File: config.mk
export PLATFORM = sky130hd
export DESIGN_NAME = typeb_tag_command_handler
export DESIGN_NICKNAME = d
export VERILOG_FILES = /design/src/pkg/tag_cmd_pkg.sv /design/src/rtl/tag_fifo.sv /design/src/rtl/typeb_tag_command_handler.sv
export SDC_FILE = /design/constraint.sdc
export NUM_CORES = 1
export LEC_CHECK = 0
export BUFFER_PORTS_ARGS = -buffer_cell sky130_fd_sc_hd__buf_2
export CORE_ASPECT_RATIO = 1.1
export CORE_UTILIZATION = 50
export CTS_CLUSTER_DIAMETER = 150
export DETAILED_ROUTE_END_ITERATION = 7
export PLACE_DENSITY = 0.68
export SYNTH_ARGS = -nofsm -noshare
export SYNTH_HDL_FRONTEND = slang
export SYNTH_HIERARCHICAL = 1
export SYNTH_SLANG_ARGS = --single-unit
File: constraint.sdc
create_clock -name ref_clk -period 9.3 [get_ports ref_clk]
set_input_delay 2.79 -clock ref_clk [delete_from_list [all_inputs] [get_ports ref_clk]]
set_output_delay 2.79 -clock ref_clk [all_outputs]
set_load 0.03 [all_outputs]
File: src/pkg/tag_cmd_pkg.sv
/*
 * Constants and carriers for the Type B tag command handler.
 * Assumes framing and CRC are handled outside; bytes arrive one per beat.
 */
`default_nettype none
package tag_cmd_pkg;
    localparam logic [7:0]  ATTRIB_RESP   = 8'h10;
    localparam logic [7:0]  HALT_CMD      = 8'h50;
    localparam logic [7:0]  HALT_RESP     = 8'h00;
    localparam logic [7:0]  CLA_OK        = 8'h00;
    localparam logic [7:0]  INS_SELECT    = 8'hA4;
    localparam logic [7:0]  INS_READ      = 8'hB0;
    localparam logic [15:0] PP_EF         = 16'h020C;
    localparam logic [15:0] PP_APP        = 16'h0400;
    localparam logic [15:0] PP_FILE       = 16'h000C;
    localparam logic [7:0]  P2_NO_FCI     = 8'h0C;
    localparam logic [7:0]  LC_APP        = 8'h07;
    localparam logic [7:0]  LC_FILE       = 8'h02;
    localparam logic [55:0] AID_NDEF      = 56'hD2760000850101;
    localparam logic [15:0] FID_CC        = 16'hE103;
    localparam logic [15:0] FID_NDEF      = 16'h0103;
    localparam logic [7:0]  LE_APP        = 8'h00;
    localparam logic [7:0]  LE_MIN        = 8'h01;
    localparam logic [7:0]  LE_MAX        = 8'hFB;
    localparam logic [15:0] SW_OK_DEF     = 16'h9000;
    localparam logic [15:0] SW_ERR_DEF    = 16'h6A82;
    localparam int          FIFO_DEPTH    = 16;
    localparam int          FIFO_WIDTH    = 9;
    localparam logic [3:0]  CNT_ONE       = 4'h1;

    typedef enum logic [1:0] {
        SEL_NONE, SEL_APP, SEL_CC, SEL_NDEF
    } file_sel_e;

    typedef struct packed {
        logic       valid;
        logic [7:0] data;
        logic       last;
    } byte_beat_s;
endpackage : tag_cmd_pkg
`default_nettype wire

File: src/rtl/tag_fifo.sv
/*
 * Synchronous FIFO with valid/ready on both sides.
 * Assumes one clock, asynchronous active-high reset.
 */
`default_nettype none
module tag_fifo #(
    parameter int WIDTH = 9,
    parameter int DEPTH = 16
) (
    input  wire logic             ref_clk,
    input  wire logic             reset,
    input  wire logic             in_valid,
    output logic                  in_ready,
    input  wire logic [WIDTH-1:0] in_data,
    output logic                  out_valid,
    input  wire logic             out_ready,
    output logic      [WIDTH-1:0] out_data
);
    localparam int AW = $clog2(DEPTH);
    logic [WIDTH-1:0] mem [DEPTH];
    logic [AW:0]      wr_q;
    logic [AW:0]      rd_q;
    logic             push;
    logic             pop;

    assign in_ready  = (wr_q - rd_q) != (AW+1)'(DEPTH);
    assign out_valid = wr_q != rd_q;
    assign out_data  = mem[rd_q[AW-1:0]];
    assign push      = in_valid && in_ready;
    assign pop       = out_valid && out_ready;

    always_ff @(posedge ref_clk or posedge reset) begin
        if (reset) begin
            wr_q <= '0;
            rd_q <= '0;
        end else begin
            if (push) wr_q <= wr_q + 1'b1;
            if (pop)  rd_q <= rd_q + 1'b1;
        end
    end

    always_ff @(posedge ref_clk) begin
        if (push) mem[wr_q[AW-1:0]] <= in_data;
    end
endmodule : tag_fifo
`default_nettype wire

File: src/rtl/typeb_tag_command_handler.sv
/*
 * Command interpreter for a Type B tag: ATTRIB answer, halt, file
 * selection and read. Assumes the framer delivers CRC-checked command
 * bytes with a last flag, and appends CRC to answer bytes.
 */
`default_nettype none
module typeb_tag_command_handler (
    input  wire logic                   ref_clk,
    input  wire logic                   reset,
    input  wire logic [31:0]            own_pupi,
    input  wire logic                   tunnel_mode,
    input  wire logic [15:0]            sw_ok,
    input  wire logic [15:0]            sw_err,
    input  wire logic                   attrib_ok,
    input  wire tag_cmd_pkg::byte_beat_s rx,
    output logic                        rx_ready,
    output logic                        mem_req,
    output logic                        host_req,
    output logic [15:0]                 rd_addr,
    input  wire logic                   rd_valid,
    input  wire logic [7:0]             rd_data,
    output tag_cmd_pkg::byte_beat_s     tx,
    input  wire logic                   tx_ready,
    output logic                        halted,
    output tag_cmd_pkg::file_sel_e      file_sel
);
    typedef enum logic [2:0] {
        ST_RX, ST_EVAL, ST_FETCH, ST_SW1, ST_SW2, ST_ONE
    } phase_e;

    typedef struct packed {
        phase_e                 phase;
        logic [7:0]             idx;
        logic [7:0]             cla;
        logic [7:0]             ins;
        logic [15:0]            pp;
        logic [7:0]             lc;
        logic [55:0]            dat;
        logic [7:0]             le;
        logic                   has_le;
        logic [7:0]             left;
        logic [7:0]             issued;
        logic [15:0]            addr;
        logic [15:0]            sw;
        logic [7:0]             one;
        logic                   halted;
        tag_cmd_pkg::file_sel_e sel;
    } state_s;

    state_s s_q;
    state_s s_d;
    logic   f_in_ready;
    logic   f_out_valid;
    logic   f_push;
    logic   f_pop;
    logic [8:0] f_in;
    logic [8:0] f_out;
    logic   sel_good;
    logic   sel_len;
    logic   read_good;
    logic   room;
    tag_cmd_pkg::file_sel_e sel_new;

    tag_fifo #(
        .WIDTH (tag_cmd_pkg::FIFO_WIDTH),
        .DEPTH (tag_cmd_pkg::FIFO_DEPTH)
    ) u_fifo (
        .ref_clk   (ref_clk),
        .reset     (reset),
        .in_valid  (f_push),
        .in_ready  (f_in_ready),
        .in_data   (f_in),
        .out_valid (f_out_valid),
        .out_ready (f_pop),
        .out_data  (f_out)
    );

    // Frame length must match Lc so stale fields of a short frame never pass
    assign sel_len = s_q.idx == 8'h05 + s_q.lc + {7'h00, s_q.has_le};

    // Selection and read checks on the captured fields
    always_comb begin
        sel_good = 1'b0;
        sel_new  = s_q.sel;
        if (s_q.cla == tag_cmd_pkg::CLA_OK) begin
            if (s_q.pp == tag_cmd_pkg::PP_APP) begin
                sel_good = s_q.lc == tag_cmd_pkg::LC_APP && sel_len
                    && s_q.dat == tag_cmd_pkg::AID_NDEF
                    && (!s_q.has_le
                        || s_q.le == tag_cmd_pkg::LE_APP);
                sel_new = tag_cmd_pkg::SEL_APP;
            end else if (s_q.pp == tag_cmd_pkg::PP_EF) begin
                sel_good = s_q.lc == tag_cmd_pkg::LC_FILE && !s_q.has_le
                    && sel_len;
                sel_new  = tag_cmd_pkg::SEL_NONE;
            end else if (s_q.pp == tag_cmd_pkg::PP_FILE) begin
                sel_good = s_q.lc == tag_cmd_pkg::LC_FILE && !s_q.has_le
                    && sel_len;
                // Identifiers other than CC and NDEF are a plain EF choice
                if (s_q.dat[15:0] == tag_cmd_pkg::FID_CC) begin
                    sel_new = tag_cmd_pkg::SEL_CC;
                end else if (s_q.dat[15:0] == tag_cmd_pkg::FID_NDEF) begin
                    sel_new = tag_cmd_pkg::SEL_NDEF;
                end else begin
                    sel_new = tag_cmd_pkg::SEL_NONE;
                end
            end
        end
        read_good = s_q.cla == tag_cmd_pkg::CLA_OK && s_q.idx == 8'h05
            && s_q.le >= tag_cmd_pkg::LE_MIN
            && s_q.le <= tag_cmd_pkg::LE_MAX;
    end

    assign rx_ready = s_q.phase == phase_e'(ST_RX);
    // Requested but not yet sent bytes, in flight included, fit the FIFO
    assign room     = (s_q.left - s_q.issued)
        < 8'(tag_cmd_pkg::FIFO_DEPTH) && f_in_ready;
    assign mem_req  = s_q.phase == ST_FETCH && s_q.issued != 8'h00
        && room && !tunnel_mode;
    assign host_req = s_q.phase == ST_FETCH && s_q.issued != 8'h00
        && room && tunnel_mode;
    assign rd_addr  = s_q.addr;
    assign f_push   = rd_valid && s_q.phase == ST_FETCH;
    assign f_in     = {1'b0, rd_data};
    assign f_pop    = s_q.phase == ST_FETCH && f_out_valid && tx_ready;
    assign halted   = s_q.halted;
    assign file_sel = s_q.sel;

    always_comb begin
        s_d = s_q;
        tx  = '0;
        case (s_q.phase)
            ST_RX: begin
                if (rx.valid) begin
                    s_d.idx = s_q.idx + 8'h01;
                    case (s_q.idx)
                        8'h00: s_d.cla = rx.data;
                        8'h01: s_d.ins = rx.data;
                        8'h02: s_d.pp[15:8] = rx.data;
                        8'h03: s_d.pp[7:0] = rx.data;
                        8'h04: begin
                            s_d.lc = rx.data;
                            s_d.le = rx.data;
                        end
                        default: begin
                            if (s_q.idx - 8'h05 < s_q.lc
                                    && s_q.idx < 8'h0C) begin
                                s_d.dat = {s_q.dat[47:0], rx.data};
                            end else begin
                                s_d.le     = rx.data;
                                s_d.has_le = 1'b1;
                            end
                        end
                    endcase
                    if (rx.last) s_d.phase = ST_EVAL;
                end
            end
            ST_EVAL: begin
                s_d.idx    = 8'h00;
                s_d.has_le = 1'b0;
                s_d.dat    = '0;
                s_d.sw     = sw_err;
                s_d.phase  = ST_SW1;
                if (s_q.idx == 8'h05 && s_q.cla == tag_cmd_pkg::HALT_CMD) begin
                    // Halt: code byte then identifier in cla..lc order
                    if ({s_q.ins, s_q.pp, s_q.lc} == own_pupi) begin
                        s_d.halted = 1'b1;
                        s_d.one    = tag_cmd_pkg::HALT_RESP;
                        s_d.phase  = ST_ONE;
                    end else begin
                        s_d.phase = ST_RX;
                    end
                end else if (s_q.idx == 8'h01 && attrib_ok) begin
                    s_d.one   = tag_cmd_pkg::ATTRIB_RESP;
                    s_d.phase = ST_ONE;
                end else if (s_q.ins == tag_cmd_pkg::INS_SELECT) begin
                    if (sel_good) begin
                        s_d.sel = sel_new;
                        s_d.sw  = sw_ok;
                    end
                end else if (s_q.ins == tag_cmd_pkg::INS_READ && read_good) begin
                    s_d.addr   = s_q.pp;
                    s_d.left   = s_q.le;
                    s_d.issued = s_q.le;
                    s_d.sw     = sw_ok;
                    s_d.phase  = ST_FETCH;
                end
            end
            ST_FETCH: begin
                if (mem_req || host_req) begin
                    s_d.addr   = s_q.addr + 16'h0001;
                    s_d.issued = s_q.issued - 8'h01;
                end
                tx.valid = f_out_valid;
                tx.data  = f_out[7:0];
                if (f_pop) begin
                    s_d.left = s_q.left - 8'h01;
                    if (s_q.left == 8'h01) s_d.phase = ST_SW1;
                end
            end
            ST_SW1: begin
                // Select with P2 0x0C carries no control information
                tx.valid = 1'b1;
                tx.data  = s_q.sw[15:8];
                if (tx_ready) s_d.phase = ST_SW2;
            end
            ST_SW2: begin
                tx.valid = 1'b1;
                tx.data  = s_q.sw[7:0];
                tx.last  = 1'b1;
                if (tx_ready) s_d.phase = ST_RX;
            end
            ST_ONE: begin
                tx.valid = 1'b1;
                tx.data  = s_q.one;
                tx.last  = 1'b1;
                if (tx_ready) s_d.phase = ST_RX;
            end
            default: s_d.phase = ST_RX;
        endcase
    end

    always_ff @(posedge ref_clk or posedge reset) begin
        if (reset) begin
            s_q <= '0;
        end else begin
            s_q <= s_d;
        end
    end

    sel_keep_a: assert property (@(posedge ref_clk) disable iff (reset)
        s_q.phase == ST_EVAL && s_q.ins == tag_cmd_pkg::INS_SELECT
        && !sel_good && s_q.cla != tag_cmd_pkg::HALT_CMD
        |=> s_q.sel == $past(s_q.sel) && s_q.sw == $past(sw_err))
        else $error("rejected select changed selection");
    cla_err_a: assert property (@(posedge ref_clk) disable iff (reset)
        s_q.phase == ST_EVAL && s_q.cla != tag_cmd_pkg::CLA_OK
        && s_q.idx > 8'h01 |=> s_q.phase != ST_FETCH)
        else $error("bad class byte accepted");
    halt_go_a: assert property (@(posedge ref_clk) disable iff (reset)
        s_q.phase == ST_EVAL && s_q.idx == 8'h05
        && s_q.cla == tag_cmd_pkg::HALT_CMD
        && {s_q.ins, s_q.pp, s_q.lc} == own_pupi
        |=> halted && s_q.phase == ST_ONE)
        else $error("halt not taken");
    halt_resp_a: assert property (@(posedge ref_clk) disable iff (reset)
        $rose(halted) |-> tx.valid && tx.data == tag_cmd_pkg::HALT_RESP
        && tx.last)
        else $error("halt answer wrong");
    attrib_resp_a: assert property (@(posedge ref_clk) disable iff (reset)
        s_q.phase == ST_EVAL && s_q.idx == 8'h01 && attrib_ok
        && s_q.cla != tag_cmd_pkg::HALT_CMD
        |=> tx.valid && tx.data == tag_cmd_pkg::ATTRIB_RESP)
        else $error("attrib answer wrong");
    sel_app_a: assert property (@(posedge ref_clk) disable iff (reset)
        s_q.phase == ST_EVAL && s_q.ins == tag_cmd_pkg::INS_SELECT
        && s_q.idx > 8'h01 && s_q.pp == tag_cmd_pkg::PP_APP
        && s_q.lc != tag_cmd_pkg::LC_APP |=> s_q.sw == $past(sw_err))
        else $error("bad select length accepted");
    read_addr_a: assert property (@(posedge ref_clk) disable iff (reset)
        s_q.phase == ST_EVAL && s_q.ins == tag_cmd_pkg::INS_READ
        && read_good && s_q.idx > 8'h01
        |=> rd_addr == $past(s_q.pp) && s_q.left == $past(s_q.le))
        else $error("read address not loaded");
    read_err_a: assert property (@(posedge ref_clk) disable iff (reset)
        s_q.phase == ST_EVAL && s_q.ins == tag_cmd_pkg::INS_READ
        && !read_good && s_q.idx > 8'h01
        && s_q.cla != tag_cmd_pkg::HALT_CMD
        |=> s_q.phase == ST_SW1 && s_q.sw == $past(sw_err))
        else $error("data sent with error status");
    tunnel_src_a: assert property (@(posedge ref_clk) disable iff (reset)
        tunnel_mode |-> !mem_req)
        else $error("memory read during tunnel mode");

    halt_c: cover property (@(posedge ref_clk) disable iff (reset)
        $rose(halted));
    sel_c: cover property (@(posedge ref_clk) disable iff (reset)
        s_q.phase == ST_EVAL && sel_good);
    read_c: cover property (@(posedge ref_clk) disable iff (reset)
        s_q.phase == ST_FETCH ##1 s_q.phase == ST_SW1);
endmodule : typeb_tag_command_handler
`default_nettype wire

==> results of run 1 <==
## path summary, 6_finish.rpt
check | start | endpoint | slack (ps) | cells past startpoint
max | u_fifo/rd_q[2] | mem_req | 1580 | 12
min | halted | halted | 470 | 1
max reg2reg | u_fifo/rd_q[2] | s_q[44] | 4110 | 12
min reg2reg | halted | halted | 470 | 1
max in group asynchronous | reset | s_q[24] | 5300 | 3
min in group asynchronous | reset | u_fifo/rd_q[4] | 2320 | 2
## flip-flops by register name, indices dropped and copies added (netlist names)
| signal | count |
|---|---|
| u_fifo/rd_q | 5 |
| u_fifo/wr_q | 5 |
| file_sel | 2 |
| halted | 1 |
| s_q | 149 |
| rd_addr | 16 |
| u_fifo/mem | 128 |
## worst register-to-register path: stages (launching register included)
cell and delay (ps):
dfrtp_1 1060, clkinv_1 540, ha_1 540, nand2_1 110
o21bai_1 220, a211o_1 350, a21oi_2 510, inv_1 180
nand3_1 120, a21oi_1 80, nand2_1 440, nand2_1 470
mux2_1 450
## power groups by stage
stage	Clock [mW]	Sequential, mW	Combinational [mW]
global placement	0	2.00	1.66
CTS	1.36	1.98	1.73
detailed placement	0	2.01	1.72
finish	1.33	1.99	1.72
floorplan	0	1.82	1.43
global route	1.41	2.02	1.91
## layout by cell type (no fill, tap or decap), types with 30 or more instances in the layout
master and count:
o21ai_1 87, mux4_2 32, mux2_2 32, buf_2 119, nor2_1 54, edfxtp_1 128
a21oi_1 50, nand3_1 30, xor2_1 45, nor4_1 30, dfrtp_1 177, nand2_1 251
clkbuf_16 37, nor3_1 33, ha_1 37, inv_1 38
## final cells by class
class,instances,area (µm²),area share [%]
clock inverters,15,125,0.719
multi-input cells,956,6540,37.6
clock buffers,45,996,5.72
well taps,414,518,2.98
repair buffers,141,761,4.37
inverters,42,163,0.935
flip-flops and latches,306,8300,47.7
## layer usage
metal,routed length (µm),track usage [%]
met5,12,0
met4,965,7.50
met3,1680,3.51
met2,18300,41.3
met1,16100,31.2
## through the flow
step	util (%)	setup WS, ps	hold slack [ps]
global route	57.2	1120	512
detailed placement	53.5	2110	451
CTS	57.2	1550	469
floorplan	-	1960	447
global placement	53.5	2240	454
finish	57.2	1580	465
==> metrics.cfg, run 1 <==
[clocking]
path_clk_slew_ps=60
cts_tree=built
htree_levels=2
cts-root-buf=clkbuf_16
cts_hold_buf=0
postCtsResizedCells=0
cts_buffers=34
cts_setup_buffers=0
max-clock-path-buffers=3
clock_latency_ps=510
cts_sinks=306

[route]
drc_errors=0
drtAntennaViolNets=0
routed_wirelength_mm=37.1
drt-vias-per-instance=5.74
dr_total_vias=11000
wl_per_cell_um=19.3
firstDrtPassIters=8
drtIter0Drc=976

[logic_synthesis]
synth_area_um2=15400
syn-num-nets=1517
syn_area_per_cell_um2=11.1
yosys_warnings=6
netlist_instances=1392

[sta]
setup_tns_ps=0
min_period_ps=7720
fmaxAchievable_ghz=0.130
post-route-period-util_pct=83.0
fin_skew_ps=10.4
worstMarginPinSlew_ps=1140
finalSetupViolCount=0
rsz0062_at_grt=false
slew-limit-headroom_pct=23.8
hold_viol=0
drv_slew=0

[outcome]
status=completed

[place]
place_hpwl_mm=25.9
io_buffers=119
place_congestion=0.909
dpl-instance-area_um2=16300
placed_cells=1859

[global_route]
grt_max_degree=113
grt.total_usage_pct=23.9
antenna_found_initial=1
gr-total-overflow=0
grt_pass1_vias=10700
grt_pass1_wl_mm=58.4

[pwr]
clkPwrFrac_pct=26.4
p_total_mw=5.04
comb_power_share_pct=34.1
power.leakage_nw=7.02
intPower_mw=3.13
seqPwrFrac_pct=39.5
power_switching_mw=1.91
p_sw_share_pct=37.8
power_density_nw_per_um2=290
ir_drop_uv=202

[critical_path]
worst_ep_arrival_time_ps=4930
cp_top_family=compound AO/OA/AOI/OAI gates
path_cells=clkinv_1 > ha_1 > nand2_1 > o21bai_1 > a211o_1 > a21oi_2 > inv_1 > nand3_1 > a21oi_1 > nand2_1 > nor2_1 > buf_2
cp-end-kind=output pin
path_max_fanout=28
critPathBufInv=3
slowest_stage=dfrtp_1
slowest_delay_ps=1060
cpMostUsedCell=nand2_1
cp.required_ps=6510
path_class=reg -> out
startpoint_type=register

[layout]
drive_gt1_share_pct=18.5
stdcell_area_um2=17400
area_growth_pct=12.9
final_nets=1606
antenna_cells=0
stdcell_count=1919
fillCellCount=2516

[floorplan]
initial_core_util_pct=50.6
num_rows=67
core_area_um2=30400
io_pins=120
dieArea_um2=31500
die_w_um=169
die_h_um=186

[flow_run]
cap_violations=0

[min_path]
hold_path.class=reg -> reg

No activity file was read; power rests on OpenSTA's default activity.
==> inputs of run 2 (changes only) <==
Clock period 9.3 ns to 7.5 ns, I/O delays scaled along.
==> run 2 against run 1 <==
Effect of this change:
- combinational power increased by 26%
- utilization decreased by 0.53 points
- sequential share of layout area increased by 0.45 points
- via count increased by 0.22%
- flip-flop and latch count unchanged
- clock skew decreased by 2.2 ps
- final area decreased by 0.94%
- critical path depth increased by 1
- register-to-register slack got worse by 1100 ps
- largest power group unchanged
==> metrics.cfg, run 2 (synthesized netlist as in run 1, its figures left out) <==
[floorplan]
core_area_um2=30400  ; unchanged
die_w_um=169  ; unchanged
io_pins=120  ; unchanged
die_h_um=186  ; unchanged
dieArea_um2=31500  ; unchanged
initial_core_util_pct=50.6  ; unchanged
num_rows=67  ; unchanged

[pwr]
clkPwrFrac_pct=23.8  ; was 26.4%
power_density_nw_per_um2=349  ; was 290 nW/µm²
power_switching_mw=2.29  ; was 1.91 mW
p_sw_share_pct=38.1  ; was 37.8%
power.leakage_nw=6.93  ; was 7.02 nW
comb_power_share_pct=36.1  ; was 34.1%
intPower_mw=3.72  ; was 3.13 mW
seqPwrFrac_pct=40.1  ; was 39.5%
ir_drop_uv=222  ; was 202 µV

[clocking]
cts_tree=built  ; unchanged
path_clk_slew_ps=60  ; about the same
cts_setup_buffers=0  ; unchanged
cts-root-buf=clkbuf_16  ; unchanged
htree_levels=1  ; was 2
postCtsResizedCells=0  ; unchanged
max-clock-path-buffers=3  ; unchanged
cts_sinks=306  ; unchanged
clock_latency_ps=550  ; was 510 ps
cts_hold_buf=0  ; unchanged
cts_buffers=31  ; was 34

[route]
dr_total_vias=11000  ; about the same
routed_wirelength_mm=36.7  ; was 37.1 mm
drc_errors=0  ; unchanged
drtAntennaViolNets=0  ; unchanged
firstDrtPassIters=5  ; was 8
wl_per_cell_um=19.1  ; was 19.3 µm
drtIter0Drc=872  ; was 976
drt-vias-per-instance=5.75  ; was 5.74

[global_route]
gr-total-overflow=0  ; unchanged
grt.total_usage_pct=23.8  ; was 23.9%
antenna_found_initial=2  ; was 1
grt_max_degree=113  ; unchanged
grt_pass1_vias=10600  ; was 10700
grt_pass1_wl_mm=58.3  ; was 58.4 mm

[sta]
fmaxAchievable_ghz=0.154
finalSetupViolCount=0  ; unchanged
fin_skew_ps=8.23  ; was 10.4 ps
worstMarginPinSlew_ps=1100  ; was 1140 ps
drv_slew=0  ; unchanged
slew-limit-headroom_pct=26.3  ; was 23.8%
setup_tns_ps=0  ; unchanged
rsz0062_at_grt=false  ; unchanged
min_period_ps=6510
hold_viol=0  ; unchanged
post-route-period-util_pct=86.7

[critical_path]
cp.required_ps=5250  ; was 6510 ps
startpoint_type=register  ; unchanged
worstRegToRegCells=13  ; was 12
r2r_end=s_q[44]  ; unchanged
path_class=reg -> out  ; unchanged
worst_ep_arrival_time_ps=4260  ; was 4930 ps
path_max_fanout=27  ; was 28
r2r_start=u_fifo/rd_q[1]  ; was u_fifo/rd_q[2]
cp-end-kind=output pin  ; unchanged
r2r_slack_ps=3000  ; was 4110 ps

[layout]
area_growth_pct=11.9  ; was 12.9%
final-seq-area_um2=8300  ; unchanged
largest-register=s_q  ; unchanged
drive_gt1_share_pct=18.0  ; was 18.5%
final_core_utilization_pct=56.6  ; was 57.2%
largest_register_ffs=149  ; unchanged
multi_input_area_um2=6540  ; unchanged
fillCellCount=2615  ; was 2516
final_nets=1605  ; was 1606
layout_common_cells=251 x nand2_1, 177 x dfrtp_1, 128 x edfxtp_1  ; unchanged
final_common_cell=nand2_1  ; unchanged

[min_path]
hold_start=halted  ; unchanged
min_delay_path_depth=1  ; unchanged
hold_path.class=reg -> reg  ; unchanged
min_to=halted  ; unchanged

[place]
io_buffers=119  ; unchanged
place_hpwl_mm=25.8  ; was 25.9 mm
place_congestion=0.894  ; was 0.909

[outcome]
status=completed  ; unchanged

[flow_run]
cap_violations=0  ; unchanged

[run 2: cell types whose count changed in the layout (fill, tap and decap cells not counted), sizes merged]
cell	before	now
clkinvlp	3	5
clkbuf	45	44
clkinv	11	8
buf	141	143
diode	0	1
inv	42	41
[run 2: worst max-delay path by stage]
stage	startpoint	endpoint	slack, ps	cells past startpoint
5_1_grt	u_fifo/rd_q[1]	mem_req	710	13
4_1_cts	u_fifo/rd_q[1]	mem_req	1020	13
3_3_place_gp	u_fifo/rd_q[1]	mem_req	1730	13
2_1_floorplan	reset	file_sel[0]	700	1
3_5_place_dp	u_fifo/rd_q[1]	mem_req	1610	13
6_report	u_fifo/rd_q[1]	mem_req	990	13
[run 2: layout make-up]
type                    instances  share of cell area, %
repair buffers                143                   4.50
diodes                          1                 0.0145
well taps                     414                   3.01
inverters                      42                  0.944
flip-flops and latches        306                   48.2
clock inverters                13                  0.559
multi-input cells             956                   37.9
clock buffers                  44                   4.90
[run 2: metrics by stage]
step	power [mW]	cell area, µm²	cells	worst slack (ps)	hold slack, ps
after floorplan	4.03	15400	1392	703	447
after global placement	4.56	16300	1861	1730	456
after detailed placement	4.61	16300	1861	1610	456
after CTS	6.05	17200	1918	1020	474
after global routing	6.40	17200	1918	710	480
final	6.01	17200	1919	994	471
[run 2: per-layer routing]
metal / up-vias / share of wire, % / track usage (%)
li1: 5239 / - / -
met1: 5391 / 43 / 31.3
met2: 338 / 49 / 41.4
met3: 68 / 5.4 / 2.59
met4: 0 / 2.5 / 7.46
met5: - / 0 / 0
[run 2: worst max-delay path, stage by stage (launching register included)]
cell      delay [ps]
dfrtp_1          330
buf_4            310
inv_1            230
ha_1             380
nor2b_1          170
o21bai_1         270
nand4_1          290
a21oi_2          590
inv_1            190
nand3_1          130
a21oi_1           80
nand2_1          450
nor2_1            80
buf_2            200
[run 2: power groups by stage]
stage	clock, mW	sequential [mW]	combinational, mW
finish	1.43	2.41	2.17
global route	1.53	2.45	2.43
global placement	0	2.42	2.13
CTS	1.46	2.40	2.19
detailed placement	0	2.43	2.18
floorplan	0	2.26	1.78
==> inputs of run 3 (changes only) <==
Settings changed: GPL_TIMING_DRIVEN set to 0.
==> run 3 against run 2 <==
Effect of this change:
- sequential power fell by 2%
- critical endpoint unchanged
- critical path depth is 1 higher
- clock skew grew 15 ps
- final area is 2.7% higher
- highest routed layer unchanged
- via count up 4.3%
- setup slack worse by 430 ps
- critical path type unchanged
- power increased by 5.6%
- global-route usage is 1.7 points higher
- largest cell class unchanged
- worst hold slack worse by 5.4 ps
==> metrics.cfg, run 3 (synthesized netlist as in run 1, its figures left out) <==
[clocking]
max-clock-path-buffers=3  ; unchanged
postCtsResizedCells=0  ; unchanged
cts_hold_buf=0  ; unchanged
cts_sinks=306  ; unchanged
clock_latency_ps=520  ; was 550 ps
path_clk_slew_ps=60  ; about the same
cts_setup_buffers=0  ; unchanged
cts_buffers=35  ; was 31
cts-root-buf=clkbuf_16  ; unchanged
cts_tree=built  ; unchanged
htree_levels=2  ; was 1

[layout]
largest_register_ffs=149  ; unchanged
antenna_cells=0  ; was 1
largest-register=s_q  ; unchanged
area_growth_pct=14.9  ; was 11.9%
drive_gt1_share_pct=18.4  ; was 18.0%
layout_common_cells=251 x nand2_1, 178 x dfrtp_1, 128 x edfxtp_1  ; was 251 x nand2_1, 177 x dfrtp_1, 128 x edfxtp_1
final_common_cell=nand2_1  ; unchanged
final_nets=1676  ; was 1605
final_core_utilization_pct=58.2  ; was 56.6%
fillCellCount=2537  ; was 2615

[critical_path]
r2r_end=u_fifo/mem[4][6]  ; was s_q[44]
path_cells=clkinv_1 > ha_1 > nand2_1 > o21bai_1 > a211o_1 > a21oi_2 > buf_4 > inv_1 > nand3_1 > a21oi_1 > nand2_1 > clkbuf_1 > nor2_1 > buf_2  ; was buf_4 > inv_1 > ha_1 > nor2b_1 > o21bai_1 > nand4_1 > a21oi_2 > inv_1 > nand3_1 > a21oi_1 > nand2_1 > nor2_1 > buf_2
slowest_stage=dfrtp_1  ; was a21oi_2
critPathBufInv=5  ; was 4
worstRegToRegCells=9  ; was 13
cp-end-kind=output pin  ; unchanged
startpoint_type=register  ; unchanged
path_class=reg -> out  ; unchanged
path_max_fanout=12  ; was 27
r2r_start=s_q[173]  ; was u_fifo/rd_q[1]
slowest_delay_ps=680  ; was 590 ps
r2r_slack_ps=2860  ; was 3000 ps
cp_top_family=buffers and inverters  ; was simple AND/OR/NAND/NOR gates
cpMostUsedCell=nand2_1  ; was inv_1
worst_ep_arrival_time_ps=4690  ; was 4260 ps
cp.required_ps=5250  ; about the same
startpoint=u_fifo/rd_q[2]  ; was u_fifo/rd_q[1]

[global_route]
grt.total_usage_pct=25.5  ; was 23.8%
grt_pass1_wl_mm=61.5  ; was 58.3 mm
grt_max_degree=108  ; was 113
gr-total-overflow=0  ; unchanged
grt_pass1_vias=11100  ; was 10600
antenna_found_initial=0  ; was 2

[pwr]
power.leakage_nw=7.13  ; was 6.93 nW
ir_drop_uv=236  ; was 222 µV
power_density_nw_per_um2=359  ; was 349 nW/µm²
p_total_mw=6.35  ; was 6.01 mW

[route]
routed_wirelength_mm=39.3  ; was 36.7 mm
wl_per_cell_um=19.8  ; was 19.1 µm
drt-vias-per-instance=5.78  ; was 5.75
firstDrtPassIters=5  ; unchanged
drtAntennaViolNets=0  ; unchanged
dr_total_vias=11500  ; was 11000
drtIter0Drc=922  ; was 872
drc_errors=0  ; unchanged

[flow_run]
cap_violations=0  ; unchanged

[place]
io_buffers=119  ; unchanged
place_congestion=0.896  ; was 0.894
place_hpwl_mm=28.0  ; was 25.8 mm

[min_path]
min_to=halted  ; unchanged
hold_start=halted  ; unchanged
min_delay_path_depth=1  ; unchanged
hold_path.class=reg -> reg  ; unchanged

[sta]
drv_slew=0  ; unchanged
worstMarginPinSlew_ps=1390  ; was 1100 ps
hold_viol=0  ; unchanged
min_period_ps=6940  ; was 6510 ps
rsz0062_at_grt=false  ; unchanged
finalSetupViolCount=0  ; unchanged
post-route-period-util_pct=92.5  ; was 86.7%
slew-limit-headroom_pct=6.75  ; was 26.3%
fmaxAchievable_ghz=0.144  ; was 0.154 GHz
fin_skew_ps=23.1  ; was 8.23 ps

[floorplan]
io_pins=120  ; unchanged
initial_core_util_pct=50.6  ; unchanged
die_w_um=169  ; unchanged
core_area_um2=30400  ; unchanged
die_h_um=186  ; unchanged
dieArea_um2=31500  ; unchanged
num_rows=67  ; unchanged

[outcome]
status=completed  ; unchanged

[run 3: changes by cell type in the layout (fill, tap and decap cells not counted), moves of 4 or more]
cell | previous run | this run
clkbuf_1 | 11 | 66
clkbuf_16 | 31 | 35
clkbuf_8 | 2 | 6
clkinvlp_2 | 4 | 0
[run 3: worst max path at each step]
stage                        endpoint  slack, ps  cells past startpoint
after CTS                     mem_req        280                     15
after global placement     rd_addr[7]      -1460                      2
after global routing          mem_req        190                     14
final                         mem_req        560                     14
after floorplan           file_sel[0]        700                      1
after detailed placement      mem_req        870                     15
[run 3: cell type report]
| cell class | instances | area (µm²) | share of cell area [%] |
|---|---|---|---|
| well taps | 414 | 518 | 2.93 |
| flip-flops and latches | 306 | 8300 | 46.9 |
| multi-input cells | 956 | 6560 | 37.1 |
| plain buffers | 87 | 420 | 2.38 |
| clock inverters | 13 | 109 | 0.615 |
| repair buffers | 123 | 646 | 3.65 |
| clock buffers | 48 | 985 | 5.56 |
| inverters | 42 | 165 | 0.933 |
[run 3: metal layers]
metal,GRT usage (%),wire [µm]
met2,43.7,19300
met3,3.27,2000
met4,9.48,1220
met1,33.3,16800
met5,0,0
[run 3: through the flow]
| step | instances | worst slack, ps | setup TNS [ps] | area (µm²) | hold WS (ps) |
|---|---|---|---|---|---|
| 2_1_floorplan | 1392 | 703 | 0 | 15400 | 447 |
| 3_3_place_gp | 1925 | -1460 | -242670 | 16500 | 450 |
| 3_5_place_dp | 1929 | 867 | 0 | 16600 | 457 |
| 4_1_cts | 1990 | 282 | 0 | 17700 | 471 |
| 5_1_grt | 1989 | 191 | 0 | 17700 | 485 |
| 6_report | 1989 | 561 | 0 | 17700 | 466 |
[run 3: power breakdown]
group	switching, mW	internal [mW]	leakage [nW]	total, mW
combinational	1.46	0.909	3.14	2.37
sequential	0.323	2.04	3.46	2.36
clock	0.669	0.956	0.536	1.62
total	2.45	3.90	7.13	6.35
